===== src/bdp_map.svh =====
// register offsets, field positions, reset values and timing counts of the bridge control bank
`ifndef BDP_MAP_SVH
`define BDP_MAP_SVH

// ==========================================================
// offsets (dword byte addresses)
`define BDP_DIAG_ARB_OFS 8'h40
`define BDP_RD_CTRL_OFS 8'h44

// ==========================================================
// diagnostic control, byte lane 1
`define BDP_DIAG_LANE 1
`define BDP_CHIP_RST_BIT 8
`define BDP_TEST_LSB 9
`define BDP_TEST_MSB 10
`define BDP_TEST_RST 2'h0

// ==========================================================
// arbiter grouping, byte lanes 2 and 3
`define BDP_ARB_LSB 16
`define BDP_ARB_MSB 25
`define BDP_ARB_RST 10'h200

// ==========================================================
// read transaction control, byte lane 0
`define BDP_RD_LANE 0
`define BDP_DS_MAX_LSB 6
`define BDP_US_MAX_LSB 4
`define BDP_DS_CL_BIT 2
`define BDP_US_CL_BIT 1
`define BDP_FLUSH_BIT 0
`define BDP_MAX_RST 2'h0
`define BDP_CL_EN_RST 1'b1
`define BDP_FLUSH_RST 1'b0

// ==========================================================
// prefetch figures in dwords
`define BDP_PF_STEP_DW 7'h10
`define BDP_CL_DEFAULT_DW 7'h10

// ==========================================================
// timing
`define BDP_CLK_NS 50
`define BDP_CHIP_RST_NS 400
`define BDP_CHIP_RST_CYC ((`BDP_CHIP_RST_NS + `BDP_CLK_NS - 1) / `BDP_CLK_NS)

`endif


===== src/bdp_pkg.sv =====
// types shared by the bridge control bank
package bdp_pkg;

  // ==========================================================
  // configuration cycle as seen by the bank
  typedef struct packed {
    logic we;
    logic [7:0] addr;
    logic [31:0] wdata;
    logic [3:0] primary_cmd_byte_enable_n;
  } bdp_cfg_req_s;

  // ==========================================================
  // prefetch controls handed to the read datapath
  typedef struct packed {
    logic [6:0] ds_limit_dw;
    logic [6:0] us_limit_dw;
    logic ds_cl_bound;
    logic us_cl_bound;
  } bdp_prefetch_s;

  typedef enum logic [1:0] {
    BDP_SEQ_IDLE,
    BDP_SEQ_RUN
  } bdp_seq_e;

endpackage : bdp_pkg


===== src/bdp_rst_seq.sv =====
// chip reset sequencer: holds busy for a fixed number of cycles after a start
`timescale 1ns/1ns
`include "bdp_map.svh"

module bdp_rst_seq #(
  parameter int CYCLES = `BDP_CHIP_RST_CYC
) (
  input wire logic clock_i,
  input wire logic srst_i,
  input wire logic start_i,
  output logic busy_o
);

  // the counter is 16 bits wide, so longer resets cannot be served
  if (CYCLES < 1 || CYCLES > 65535) begin : g_bad_cycles
    $error("bdp_rst_seq: CYCLES out of range");
  end

  bdp_pkg::bdp_seq_e state_r;
  bdp_pkg::bdp_seq_e state_nxt;
  logic [15:0] cnt_r;
  logic [15:0] cnt_nxt;
  wire last_w = (cnt_r == 16'(CYCLES - 1));

  always_comb begin
    state_nxt = state_r;
    cnt_nxt = cnt_r;
    case (state_r)
      bdp_pkg::BDP_SEQ_IDLE: begin
        cnt_nxt = 16'h0000;
        if (start_i) begin
          state_nxt = bdp_pkg::BDP_SEQ_RUN;
        end
      end
      bdp_pkg::BDP_SEQ_RUN: begin
        cnt_nxt = cnt_r + 16'h0001;
        if (last_w) begin
          state_nxt = bdp_pkg::BDP_SEQ_IDLE;
        end
      end
      default: begin
        state_nxt = bdp_pkg::BDP_SEQ_IDLE;
      end
    endcase
  end

  always_ff @(posedge clock_i) begin
    if (srst_i) begin
      state_r <= bdp_pkg::BDP_SEQ_IDLE;
      cnt_r <= 16'h0000;
      busy_o <= 1'b0;
    end else begin
      state_r <= state_nxt;
      cnt_r <= cnt_nxt;
      busy_o <= (state_nxt == bdp_pkg::BDP_SEQ_RUN);
    end
  end

endmodule : bdp_rst_seq


===== src/bdp_ctrl_bank.sv =====
// device-specific control bank of the bridge: diagnostics, arbiter grouping, read control
//
// Operation
// - writing one starts chip reset, zero ignored
// - chip reset restores buffers, registers, interfaces
// - chip reset bit self-clears when done
// - chip reset drives secondary reset and bit
// - test field selects exercised counter bytes
// - reserved bits read zero, not writable
// - grouping bits map requesters 0-8, own master
// - grouping bit one means high priority
// - after reset only own master high
// - downstream prefetch limit 16 to 64 dwords
// - upstream prefetch limit 16 to 64 dwords
// - downstream cacheline bound enable, default on
// - upstream cacheline bound enable, default on
// - flush drops completions on primary posted write
// - flush clear keeps completions, normal ordering
// - byte enables select individual registers
`timescale 1ns/1ns
`include "bdp_map.svh"

module bdp_ctrl_bank #(
  parameter int CHIP_RST_CYCLES = `BDP_CHIP_RST_CYC,
  parameter int NUM_REQ = 9
) (
  input wire logic clock_i,
  input wire logic srst_i,
  input wire logic cfg_valid_i,
  input wire bdp_pkg::bdp_cfg_req_s cfg_i,
  input wire logic sec_reset_bit_i,
  input wire logic [7:0] cacheline_size_i,
  input wire logic primary_posted_write_i,
  output logic cfg_ack_o,
  output logic [31:0] cfg_rdata_o,
  output logic chip_reset_o,
  output logic sec_reset_bit_set_o,
  output logic sec_rst_n_o,
  output logic [1:0] counter_test_o,
  output logic [2:0] counter_byte_en_o,
  output logic [NUM_REQ:0] arb_high_group_o,
  output bdp_pkg::bdp_prefetch_s prefetch_o,
  output logic np_flush_o,
  output logic np_flush_en_o
);

  // the grouping field has a fixed width in the dword, so the count cannot vary
  if (NUM_REQ != `BDP_ARB_MSB - `BDP_ARB_LSB) begin : g_bad_num_req
    $error("bdp_ctrl_bank: NUM_REQ must match the grouping field");
  end

  // ==========================================================
  // configuration decode
  wire [3:0] lane_w = ~cfg_i.primary_cmd_byte_enable_n;
  wire hit_diag_w = (cfg_i.addr[7:2] == 6'(`BDP_DIAG_ARB_OFS >> 2));
  wire hit_rd_w = (cfg_i.addr[7:2] == 6'(`BDP_RD_CTRL_OFS >> 2));
  wire wr_w = cfg_valid_i & cfg_i.we;
  // each register only sees writes through its own byte lanes
  wire wr_diag_w = wr_w & hit_diag_w & lane_w[`BDP_DIAG_LANE];
  wire wr_arb_lo_w = wr_w & hit_diag_w & lane_w[2];
  wire wr_arb_hi_w = wr_w & hit_diag_w & lane_w[3];
  wire wr_rd_w = wr_w & hit_rd_w & lane_w[`BDP_RD_LANE];

  // ==========================================================
  // chip reset
  logic chip_busy_w;
  wire chip_start_w = wr_diag_w & cfg_i.wdata[`BDP_CHIP_RST_BIT] & ~chip_busy_w;

  bdp_rst_seq #(
    .CYCLES(CHIP_RST_CYCLES)
  ) u_rst_seq (
    .clock_i(clock_i),
    .srst_i(srst_i),
    .start_i(chip_start_w),
    .busy_o(chip_busy_w)
  );

  // configuration state is held at reset values from the second cycle of the chip reset on
  wire cfg_clear_w = srst_i | chip_busy_w;

  // ==========================================================
  // configuration registers
  logic [1:0] test_r;
  logic [NUM_REQ:0] arb_r;
  logic [1:0] ds_max_r;
  logic [1:0] us_max_r;
  logic ds_cl_en_r;
  logic us_cl_en_r;
  logic flush_en_r;

  // writes during chip reset are dropped, since the bank is being restored
  always_ff @(posedge clock_i) begin
    if (cfg_clear_w) begin
      test_r <= `BDP_TEST_RST;
    end else if (wr_diag_w) begin
      test_r <= cfg_i.wdata[`BDP_TEST_MSB:`BDP_TEST_LSB];
    end
  end

  always_ff @(posedge clock_i) begin
    if (cfg_clear_w) begin
      arb_r <= `BDP_ARB_RST;
    end else begin
      if (wr_arb_lo_w) begin
        arb_r[7:0] <= cfg_i.wdata[23:16];
      end
      if (wr_arb_hi_w) begin
        arb_r[NUM_REQ:8] <= cfg_i.wdata[`BDP_ARB_MSB:24];
      end
    end
  end

  always_ff @(posedge clock_i) begin
    if (cfg_clear_w) begin
      ds_max_r <= `BDP_MAX_RST;
      us_max_r <= `BDP_MAX_RST;
      ds_cl_en_r <= `BDP_CL_EN_RST;
      us_cl_en_r <= `BDP_CL_EN_RST;
      flush_en_r <= `BDP_FLUSH_RST;
    end else if (wr_rd_w) begin
      ds_max_r <= cfg_i.wdata[`BDP_DS_MAX_LSB +: 2];
      us_max_r <= cfg_i.wdata[`BDP_US_MAX_LSB +: 2];
      ds_cl_en_r <= cfg_i.wdata[`BDP_DS_CL_BIT];
      us_cl_en_r <= cfg_i.wdata[`BDP_US_CL_BIT];
      flush_en_r <= cfg_i.wdata[`BDP_FLUSH_BIT];
    end
  end

  // ==========================================================
  // read data
  wire [31:0] rd_diag_w = {6'h00, arb_r, 5'h00, test_r, chip_busy_w, 8'h00};
  // cacheline enables are write-only and read back as zero
  wire [31:0] rd_ctrl_w = {24'h000000, ds_max_r, us_max_r, 3'h0, flush_en_r};
  wire [31:0] rd_sel_w = hit_diag_w ? rd_diag_w : (hit_rd_w ? rd_ctrl_w : 32'h00000000);

  always_ff @(posedge clock_i) begin
    if (srst_i) begin
      cfg_ack_o <= 1'b0;
      cfg_rdata_o <= 32'h00000000;
    end else begin
      cfg_ack_o <= cfg_valid_i;
      cfg_rdata_o <= (cfg_valid_i & ~cfg_i.we) ? rd_sel_w : 32'h00000000;
    end
  end

  // ==========================================================
  // reset outputs
  // secondary reset persists after chip reset until software clears its bit
  wire sec_rst_w = chip_busy_w | sec_reset_bit_i;

  always_ff @(posedge clock_i) begin
    if (srst_i) begin
      chip_reset_o <= 1'b0;
      sec_reset_bit_set_o <= 1'b0;
      sec_rst_n_o <= 1'b0;
    end else begin
      chip_reset_o <= chip_busy_w;
      sec_reset_bit_set_o <= chip_busy_w;
      sec_rst_n_o <= ~sec_rst_w;
    end
  end

  // ==========================================================
  // counter test selection
  logic [2:0] byte_en_w;
  always_comb begin
    case (test_r)
      2'h0: byte_en_w = 3'h7;
      2'h1: byte_en_w = 3'h2;
      2'h2: byte_en_w = 3'h4;
      2'h3: byte_en_w = 3'h1;
      default: byte_en_w = 3'h7;
    endcase
  end

  // ==========================================================
  // prefetch limits
  wire [6:0] ds_max_dw_w = 7'({ds_max_r, 4'h0}) + `BDP_PF_STEP_DW;
  wire [6:0] us_max_dw_w = 7'({us_max_r, 4'h0}) + `BDP_PF_STEP_DW;
  // an unprogrammed cacheline size falls back to a 64-byte boundary
  wire [6:0] cl_dw_w = (cacheline_size_i == 8'h00) ? `BDP_CL_DEFAULT_DW
                     : cacheline_size_i[6:0];
  bdp_pkg::bdp_prefetch_s pf_w;
  assign pf_w.ds_limit_dw = ds_cl_en_r ? cl_dw_w : ds_max_dw_w;
  assign pf_w.us_limit_dw = us_cl_en_r ? cl_dw_w : us_max_dw_w;
  assign pf_w.ds_cl_bound = ds_cl_en_r;
  assign pf_w.us_cl_bound = us_cl_en_r;

  // flush is not gated by chip reset: the enable is cleared from its second cycle on
  wire flush_w = flush_en_r & primary_posted_write_i;

  always_ff @(posedge clock_i) begin
    if (srst_i) begin
      counter_test_o <= `BDP_TEST_RST;
      counter_byte_en_o <= 3'h7;
      arb_high_group_o <= `BDP_ARB_RST;
      prefetch_o <= '0;
      np_flush_o <= 1'b0;
      np_flush_en_o <= 1'b0;
    end else begin
      counter_test_o <= test_r;
      counter_byte_en_o <= byte_en_w;
      arb_high_group_o <= arb_r;
      prefetch_o <= pf_w;
      np_flush_o <= flush_w;
      np_flush_en_o <= flush_en_r;
    end
  end

  // ==========================================================
  // checks
  localparam int RST_CYC = CHIP_RST_CYCLES;
  // top grouping bits, watched for writes through the low lane only
  wire [NUM_REQ-8:0] arb_top_w = arb_r[NUM_REQ:8];
  logic [15:0] busy_len_r;
  logic rd_diag_r;
  logic rd_ctrl_r;
  always_ff @(posedge clock_i) begin
    if (srst_i) begin
      busy_len_r <= 16'h0000;
      rd_diag_r <= 1'b0;
      rd_ctrl_r <= 1'b0;
    end else begin
      busy_len_r <= chip_busy_w ? busy_len_r + 16'h0001 : 16'h0000;
      rd_diag_r <= cfg_valid_i & ~cfg_i.we & hit_diag_w;
      rd_ctrl_r <= cfg_valid_i & ~cfg_i.we & hit_rd_w;
    end
  end
endmodule : bdp_ctrl_bank


===== config.mk =====
export PLATFORM = sky130hd
export DESIGN_NAME = bdp_ctrl_bank
export DESIGN_NICKNAME = d
export VERILOG_FILES = /design/src/bdp_pkg.sv /design/src/bdp_rst_seq.sv /design/src/bdp_ctrl_bank.sv
export VERILOG_INCLUDE_DIRS = /design/src
export SDC_FILE = /design/constraint.sdc
export NUM_CORES = 1
export LEC_CHECK = 0
export CORE_MARGIN = 5
export CORE_UTILIZATION = 35
export CTS_CLUSTER_SIZE = 10
export DETAILED_ROUTE_END_ITERATION = 7
export DONT_BUFFER_PORTS = 1
export GPL_TIMING_DRIVEN = 0
export SLEW_MARGIN = 20
export SYNTH_ARGS = -nofsm -noshare
export SYNTH_HDL_FRONTEND = slang
export SYNTH_SLANG_ARGS = --single-unit
export TNS_END_PERCENT = 20

===== constraint.sdc =====
create_clock -name clock_i -period 4.7 [get_ports clock_i]
set_input_delay 0.705 -clock clock_i [delete_from_list [all_inputs] [get_ports clock_i]]
set_output_delay 0.705 -clock clock_i [all_outputs]
set_load 0.1 [all_outputs]

* After elaboration in Yosys (flattened, before gate mapping)
Index checks and enable logic that the tools add are counted. W data, S select, Z words.
Cells by class: $add $sub $neg 3, $mul 0, div/mod/pow operators 0, magnitude comparators 0, equal/unequal tests 8, shifts and indexed selects 0, mux-type cells 10, bitwise gates (word level) 19, reduce and logical (&&, ||, !) cells 7
Operator list (number):
- $pmux W16 S2 | 1
- $mux W26 | 1
- $mux W7 | 3
- $add A16 B1 Y16 const B | 1
- $eq A16 B3 Y1 const B | 1
- $add A6 B5 Y7 const B | 2
- $eq A6 B5 Y1 const B | 2
- $pmux W3 S4 | 1
- $and A1 B1 Y1 | 11
- $logic_not A8 Y1 | 1
- $mux W8 | 1
- $eq A2 B1 Y1 const B | 3
- $not A1 Y1 | 5
- $eq A2 B2 Y1 const B | 2
- $logic_not A2 Y1 | 2
- $mux W2 | 2
- $not A4 Y4 | 1
- $pmux W2 S2 | 1
- $reduce_or A4 Y1 | 1
- $reduce_or A3 Y1 | 1
- $or A1 B1 Y1 | 2
- $reduce_bool A2 Y1 | 1
- $reduce_or A2 Y1 | 1
Storage, ports and cells: register bits after elaboration 106, latch bits 0, RAM bits 0, memory bits (read-only) 0, output and inout port bits 69, memories kept 0

* Longest topological paths before layout
depth in word-level cells 8, gate-level depth with buffers 6

* Modules after synthesis
Synthesis repeated with hierarchy kept, for this count alone.
Second synthesis, totals: cells, all modules 349, area total of the unflattened synthesis 3508.4 µm²
Modules (own cells, without submodules):
- bdp_ctrl_bank | instances 1, cells an instance 250, area each 2625.0 µm², sequential area each 1461.4 µm²
- bdp_rst_seq | instances 1, cells an instance 99, area each 883.3 µm², sequential area each 380.4 µm²

* Worst setup path after synthesis
OpenSTA, ideal clock, no wires.
path kind in2reg, start point input cfg_i[39] in the netlist's numbering, end point register arb_r[2], setup time 0.074 ns, arrival 2.076 ns, data required time 4.626 ns, slack 2.550 ns, stages on the path 6, path through or4b_4 buf_6 nor4_4 buf_4 nand3_1 o21ai_0
On the way: word-level cells in the longest chain between the ends 3
RTL lines:
- start: declaration | RTL line bdp_ctrl_bank.sv:30 | input wire bdp_pkg::bdp_cfg_req_s cfg_i,
- $eq A6 B5 Y1 | RTL line bdp_ctrl_bank.sv:55 | wire hit_diag_w = (cfg_i.addr[7:2] == 6'(`BDP_DIAG_ARB_OFS >> 2));
- $and A1 B1 Y1 (2 in a row) | RTL line bdp_ctrl_bank.sv:60 | wire wr_arb_lo_w = wr_w & hit_diag_w & lane_w[2];
- end signal: assignment | RTL line bdp_ctrl_bank.sv:102 | arb_r <= `BDP_ARB_RST;
- end signal: assignment | RTL line bdp_ctrl_bank.sv:105 | arb_r[7:0] <= cfg_i.wdata[23:16];
- end signal: indexed assignment | RTL line bdp_ctrl_bank.sv:108 | arb_r[NUM_REQ:8] <= cfg_i.wdata[`BDP_ARB_MSB:24];
- end: declaration | RTL line bdp_ctrl_bank.sv:84 | logic [NUM_REQ:0] arb_r;
No other way between the ends. A chain may end at the register's enable or synchronous reset.

* Final worst setup path
start point register sec_reset_bit_set_o, end point output sec_reset_bit_set_o
RTL lines:
- start: declaration | RTL line bdp_ctrl_bank.sv:37 | output logic sec_reset_bit_set_o,
- start signal: assignment | RTL line bdp_ctrl_bank.sv:158 | sec_reset_bit_set_o <= chip_busy_w;
No word-level cell between the ends.

==> summary.md <==
| Metric | Value |
|---|---|
| Root Driver | clkbuf_8 |
| Quantity of gates resized following cts | 0 |
| Hold Buf Count CTS | 0 |
| Ant. Diodes | 0 |
| Core Footprint | 0.009240 mm2 |
| Async set-or-reset flop fraction in the synthesized netlist | 0% |
| Netlist Area Pre-Place | 0.003328 mm2 |
| Clock power share | 38.1% |
| Total track usage | 13.47% |
| Placed standard-cell area | 0.003542 mm2 |
| Critical path cell sequence | buf_4 |
| Hold/Removal Path Class | in2reg |
| Most frequent cells in the layout | dfxtp_1 (92), nor2_1 (26), and2_1 (25), nand3_1 (20), nand2_1 (19) |
| Ys flop type | dfxtp_1 |
| CTS Buf Count | 9 |
| DRT Pass-1 Iters | 4 |
| Final Skew | 0.006723 ns |
| Slowest-stage cell, CP | dfxtp_1 |
| Post-CTS setup buffer count | 0 |
| Combinational Power Share | 6.0% |
| Layout area overhead | 13.16% |
| Site Rows | 35 |
| Sink Count | 92 |
| Routed wire length per instance | 15.17 um |
| CP bufs+invs | 1 |
| Post-route cell area | 0.003766 mm2 |
| R2R depth | 4 |
| CTS clk-pin slew, worst paths | 0.09 ns |
| CTS tree | done |
| FF-to-FF End | u_rst_seq.cnt_r[15] |
| Share of the synthesized area in the top cell type | 55.34% |
| H-tree Lvls | 3 |
| Outcome | finished, final reports clean |
| Largest cells by area after synthesis | dfxtp_1 (55%), and2_1 (4.7%), buf_4 (3.8%) |
| Relative slew slack | 34.22% |
| Number of nets in the layout | 422 |
| Drt initial violations | 106 |
| Detail Route Antenna Nets | 0 |
| Xor-xnor portion of the synthesized cell area | 3.158% |
| NetSw | 0.4082 mW |
| Cell family with most CP delay | flip-flops |
| Final setup fails | 0 |
| Number of synthesized flops with an enable pin | 0 |
| GR Overflow Total | 0 |
| Worst R2R Start | u_rst_seq.cnt_r[4] |
| Synth Area in Simple Gates | 26.54% |
| Seq pwr share | 55.9% |
| Dpl hpwl | 5722 um |
| Crit path max fanout | 2 |
| Vias in the first global route | 2357 |
| Final non-filler cell total | 491 |
| Crit path time final | 2.452 ns |
| Leak pwr | 1.432 nW |
| Initial Utilization | 36.02% |
| Critical path class | reg2out |
| Maximum clock frequency | 0.4078 GHz |
| Commonest non-fill, non-tap cell in the layout | dfxtp_1 |
| Vias | 2270 |
| Switch share | 26.69% |
| Syn Inst Count | 333 |
| Synth area leader | dfxtp_1 |
| Distinct cells, synth | 40 |
| Setup TNS | 0 ns |
| Worst slew pin tran | 0.9854 ns |
| Req. time, crit path | 3.99 ns |
| First-pass GRT wire length | 12020 um |
| Data arrival time of the critical path | 1.75 ns |
| Sequential share of the synthesized area | 55.34% |
| Reg2Reg Setup Slack | 2.89 ns |
| Area of the die | 0.01156 mm2 |
| Yosys Warn Count | 0 |
| Largest family of logic cells by synthesized area | simple AND/OR/NAND/NOR gates |
| Internal cell power | 1.121 mW |
| Maximum root-to-sink buffer count | 2 |
| Largest net degree at the start of global routing | 16 |
| Synth Area in Compound Gates | 5.338% |
| Gpl congestion | 0.7803 |
| WHS Endpoint | sec_rst_n_o |
| Final Cycle Share | 52.18% |
| RSZ-0062 raised after global routing | no |
| Initial antenna violation count | 0 |
| Chip width | 107.5 um |
| Hold Violations, Final | 0 |
| Max incr delay on CP | 0.97 ns |
| Final WL | 7448 um |
| Fraction of layout cells with a size suffix above 1 | 11.88% |
| Residual DRC | 0 |
| Hold Path Depth | 1 |
| Maxcap violations | 0 |
| Pwr dens | 406.1 mW/mm2 |
| Hold Path Origin | sec_reset_bit_i |
| Max IR drop VDD | 0.1978 mV |
| Clk_lat worst skew | 0.35 ns |
| Critical path origin | sec_reset_bit_set_o |
| Post-Place Cells | 476 |
| #FFs+latches synth | 92 |
| Via density | 4.623 |
| Avg Cell Area, Syn | 9.995 um2 |
| Pins Over Slew Limit | 0 |
| I/O Buffers | 0 |
| Post-synthesis adder-cell area fraction | 2.256% |
| Startpoint Class | flip-flop |
| Mux share of post-synthesis cell area | 1.203% |
| I/O pin total | 127 |
| Setup crit end kind | output pin |
| Die height | 107.5 um |
## final cells by class
| cell class | count | area, um2 |
|---|---|---|
| buffer | 30 | 186.4 |
| clock buffer | 10 | 137.6 |
| clock inverter | 5 | 86.33 |
| fill | 948 | 5474 |
| inverter | 4 | 15.01 |
| multi-input combinational | 221 | 1338 |
| sequential | 92 | 1842 |
| tap | 129 | 161.4 |
## sequential cells by signal, summed over array words and instances (netlist names)
signal	count
ds_cl_en_r	1
arb_r	10
cfg_rdata_o	18
counter_byte_en_o	3
test_r	2
us_cl_en_r	1
counter_test_o	2
sec_reset_bit_set_o	1
sec_rst_n_o	1
u_rst_seq.busy_o	1
u_rst_seq.cnt_r	16
cfg_ack_o	1
us_max_r	2
arb_high_group_o	10
u_rst_seq.state_r	2
ds_max_r	2
np_flush_o	1
np_flush_en_o	1
flush_en_r	1
prefetch_o	16
## kinds of logic (layout without fill, tap and decap cells)
| family | after synthesis | in the layout |
|---|---|---|
| other cells | 1 | 15 |
| buf+inv | 34 | 49 |
| fa+ha+maj | 6 | 6 |
| simple gates | 152 | 152 |
| flops | 92 | 92 |
| xor+xnor | 12 | 12 |
| mux | 4 | 4 |
| compound gates | 32 | 32 |
## power by group through the flow
stage	sequential [mW]	combinational, mW	clock, mW
floorplan	0.872	0.0828	0
global placement	0.874	0.0913	0
detailed placement	0.874	0.0918	0
CTS	0.856	0.0920	0.604
global route	0.857	0.0973	0.642
finish	0.855	0.0916	0.583
## synth_stat cells (2+ instances only)
master,n
dfxtp_1,92
nor2_1,26
and2_1,25
nand3_1,20
nand2_1,19
buf_4,17
nor2b_1,17
o21ai_0,17
clkbuf_1,10
a21oi_1,8
nor3_1,7
nor4_1,7
ha_1,6
or3_1,6
xnor2_1,6
xor2_1,6
a211oi_1,4
inv_1,4
mux2i_1,4
nand4_1,4
nand2b_1,3
buf_2,2
nand4b_1,2
nor4_4,2
nor4b_1,2
o31ai_1,2
or2_2,2
## worst max path at each step
stage,end,slack (ns),cells after the start
floorplan,arb_r[2],2.55,6
global placement,arb_r[8],2.28,4
detailed placement,arb_r[8],2.24,4
CTS,sec_reset_bit_set_o,2.21,1
global route,sec_reset_bit_set_o,2.18,1
finish,sec_reset_bit_set_o,2.25,1
## routing by layer
| layer | part of all wire (%) | global-route usage [%] | vias up |
|---|---|---|---|
| met3 | 7.4 | 5.939 | 10 |
| met2 | 48 | 21.36 | 78 |
| li1 | - | - | 1140 |
| met5 | 0 | 0 | - |
| met1 | 43 | 15.81 | 1042 |
| met4 | 2.1 | 5.681 | 0 |
## per-stage QoR
step                      utilization [%]  setup slack [ns]  hold slack, ns  total power, mW
final                               40.76             2.248          0.4199            1.529
after global routing                40.76             2.183          0.3826            1.596
after CTS                           40.76             2.211          0.3994            1.552
after detailed placement            38.33             2.242          0.4550           0.9657
after global placement              38.33             2.278          0.4516           0.9649
after floorplan                         -             2.550          0.4334           0.9546
Power figures use the tool's default switching activity.
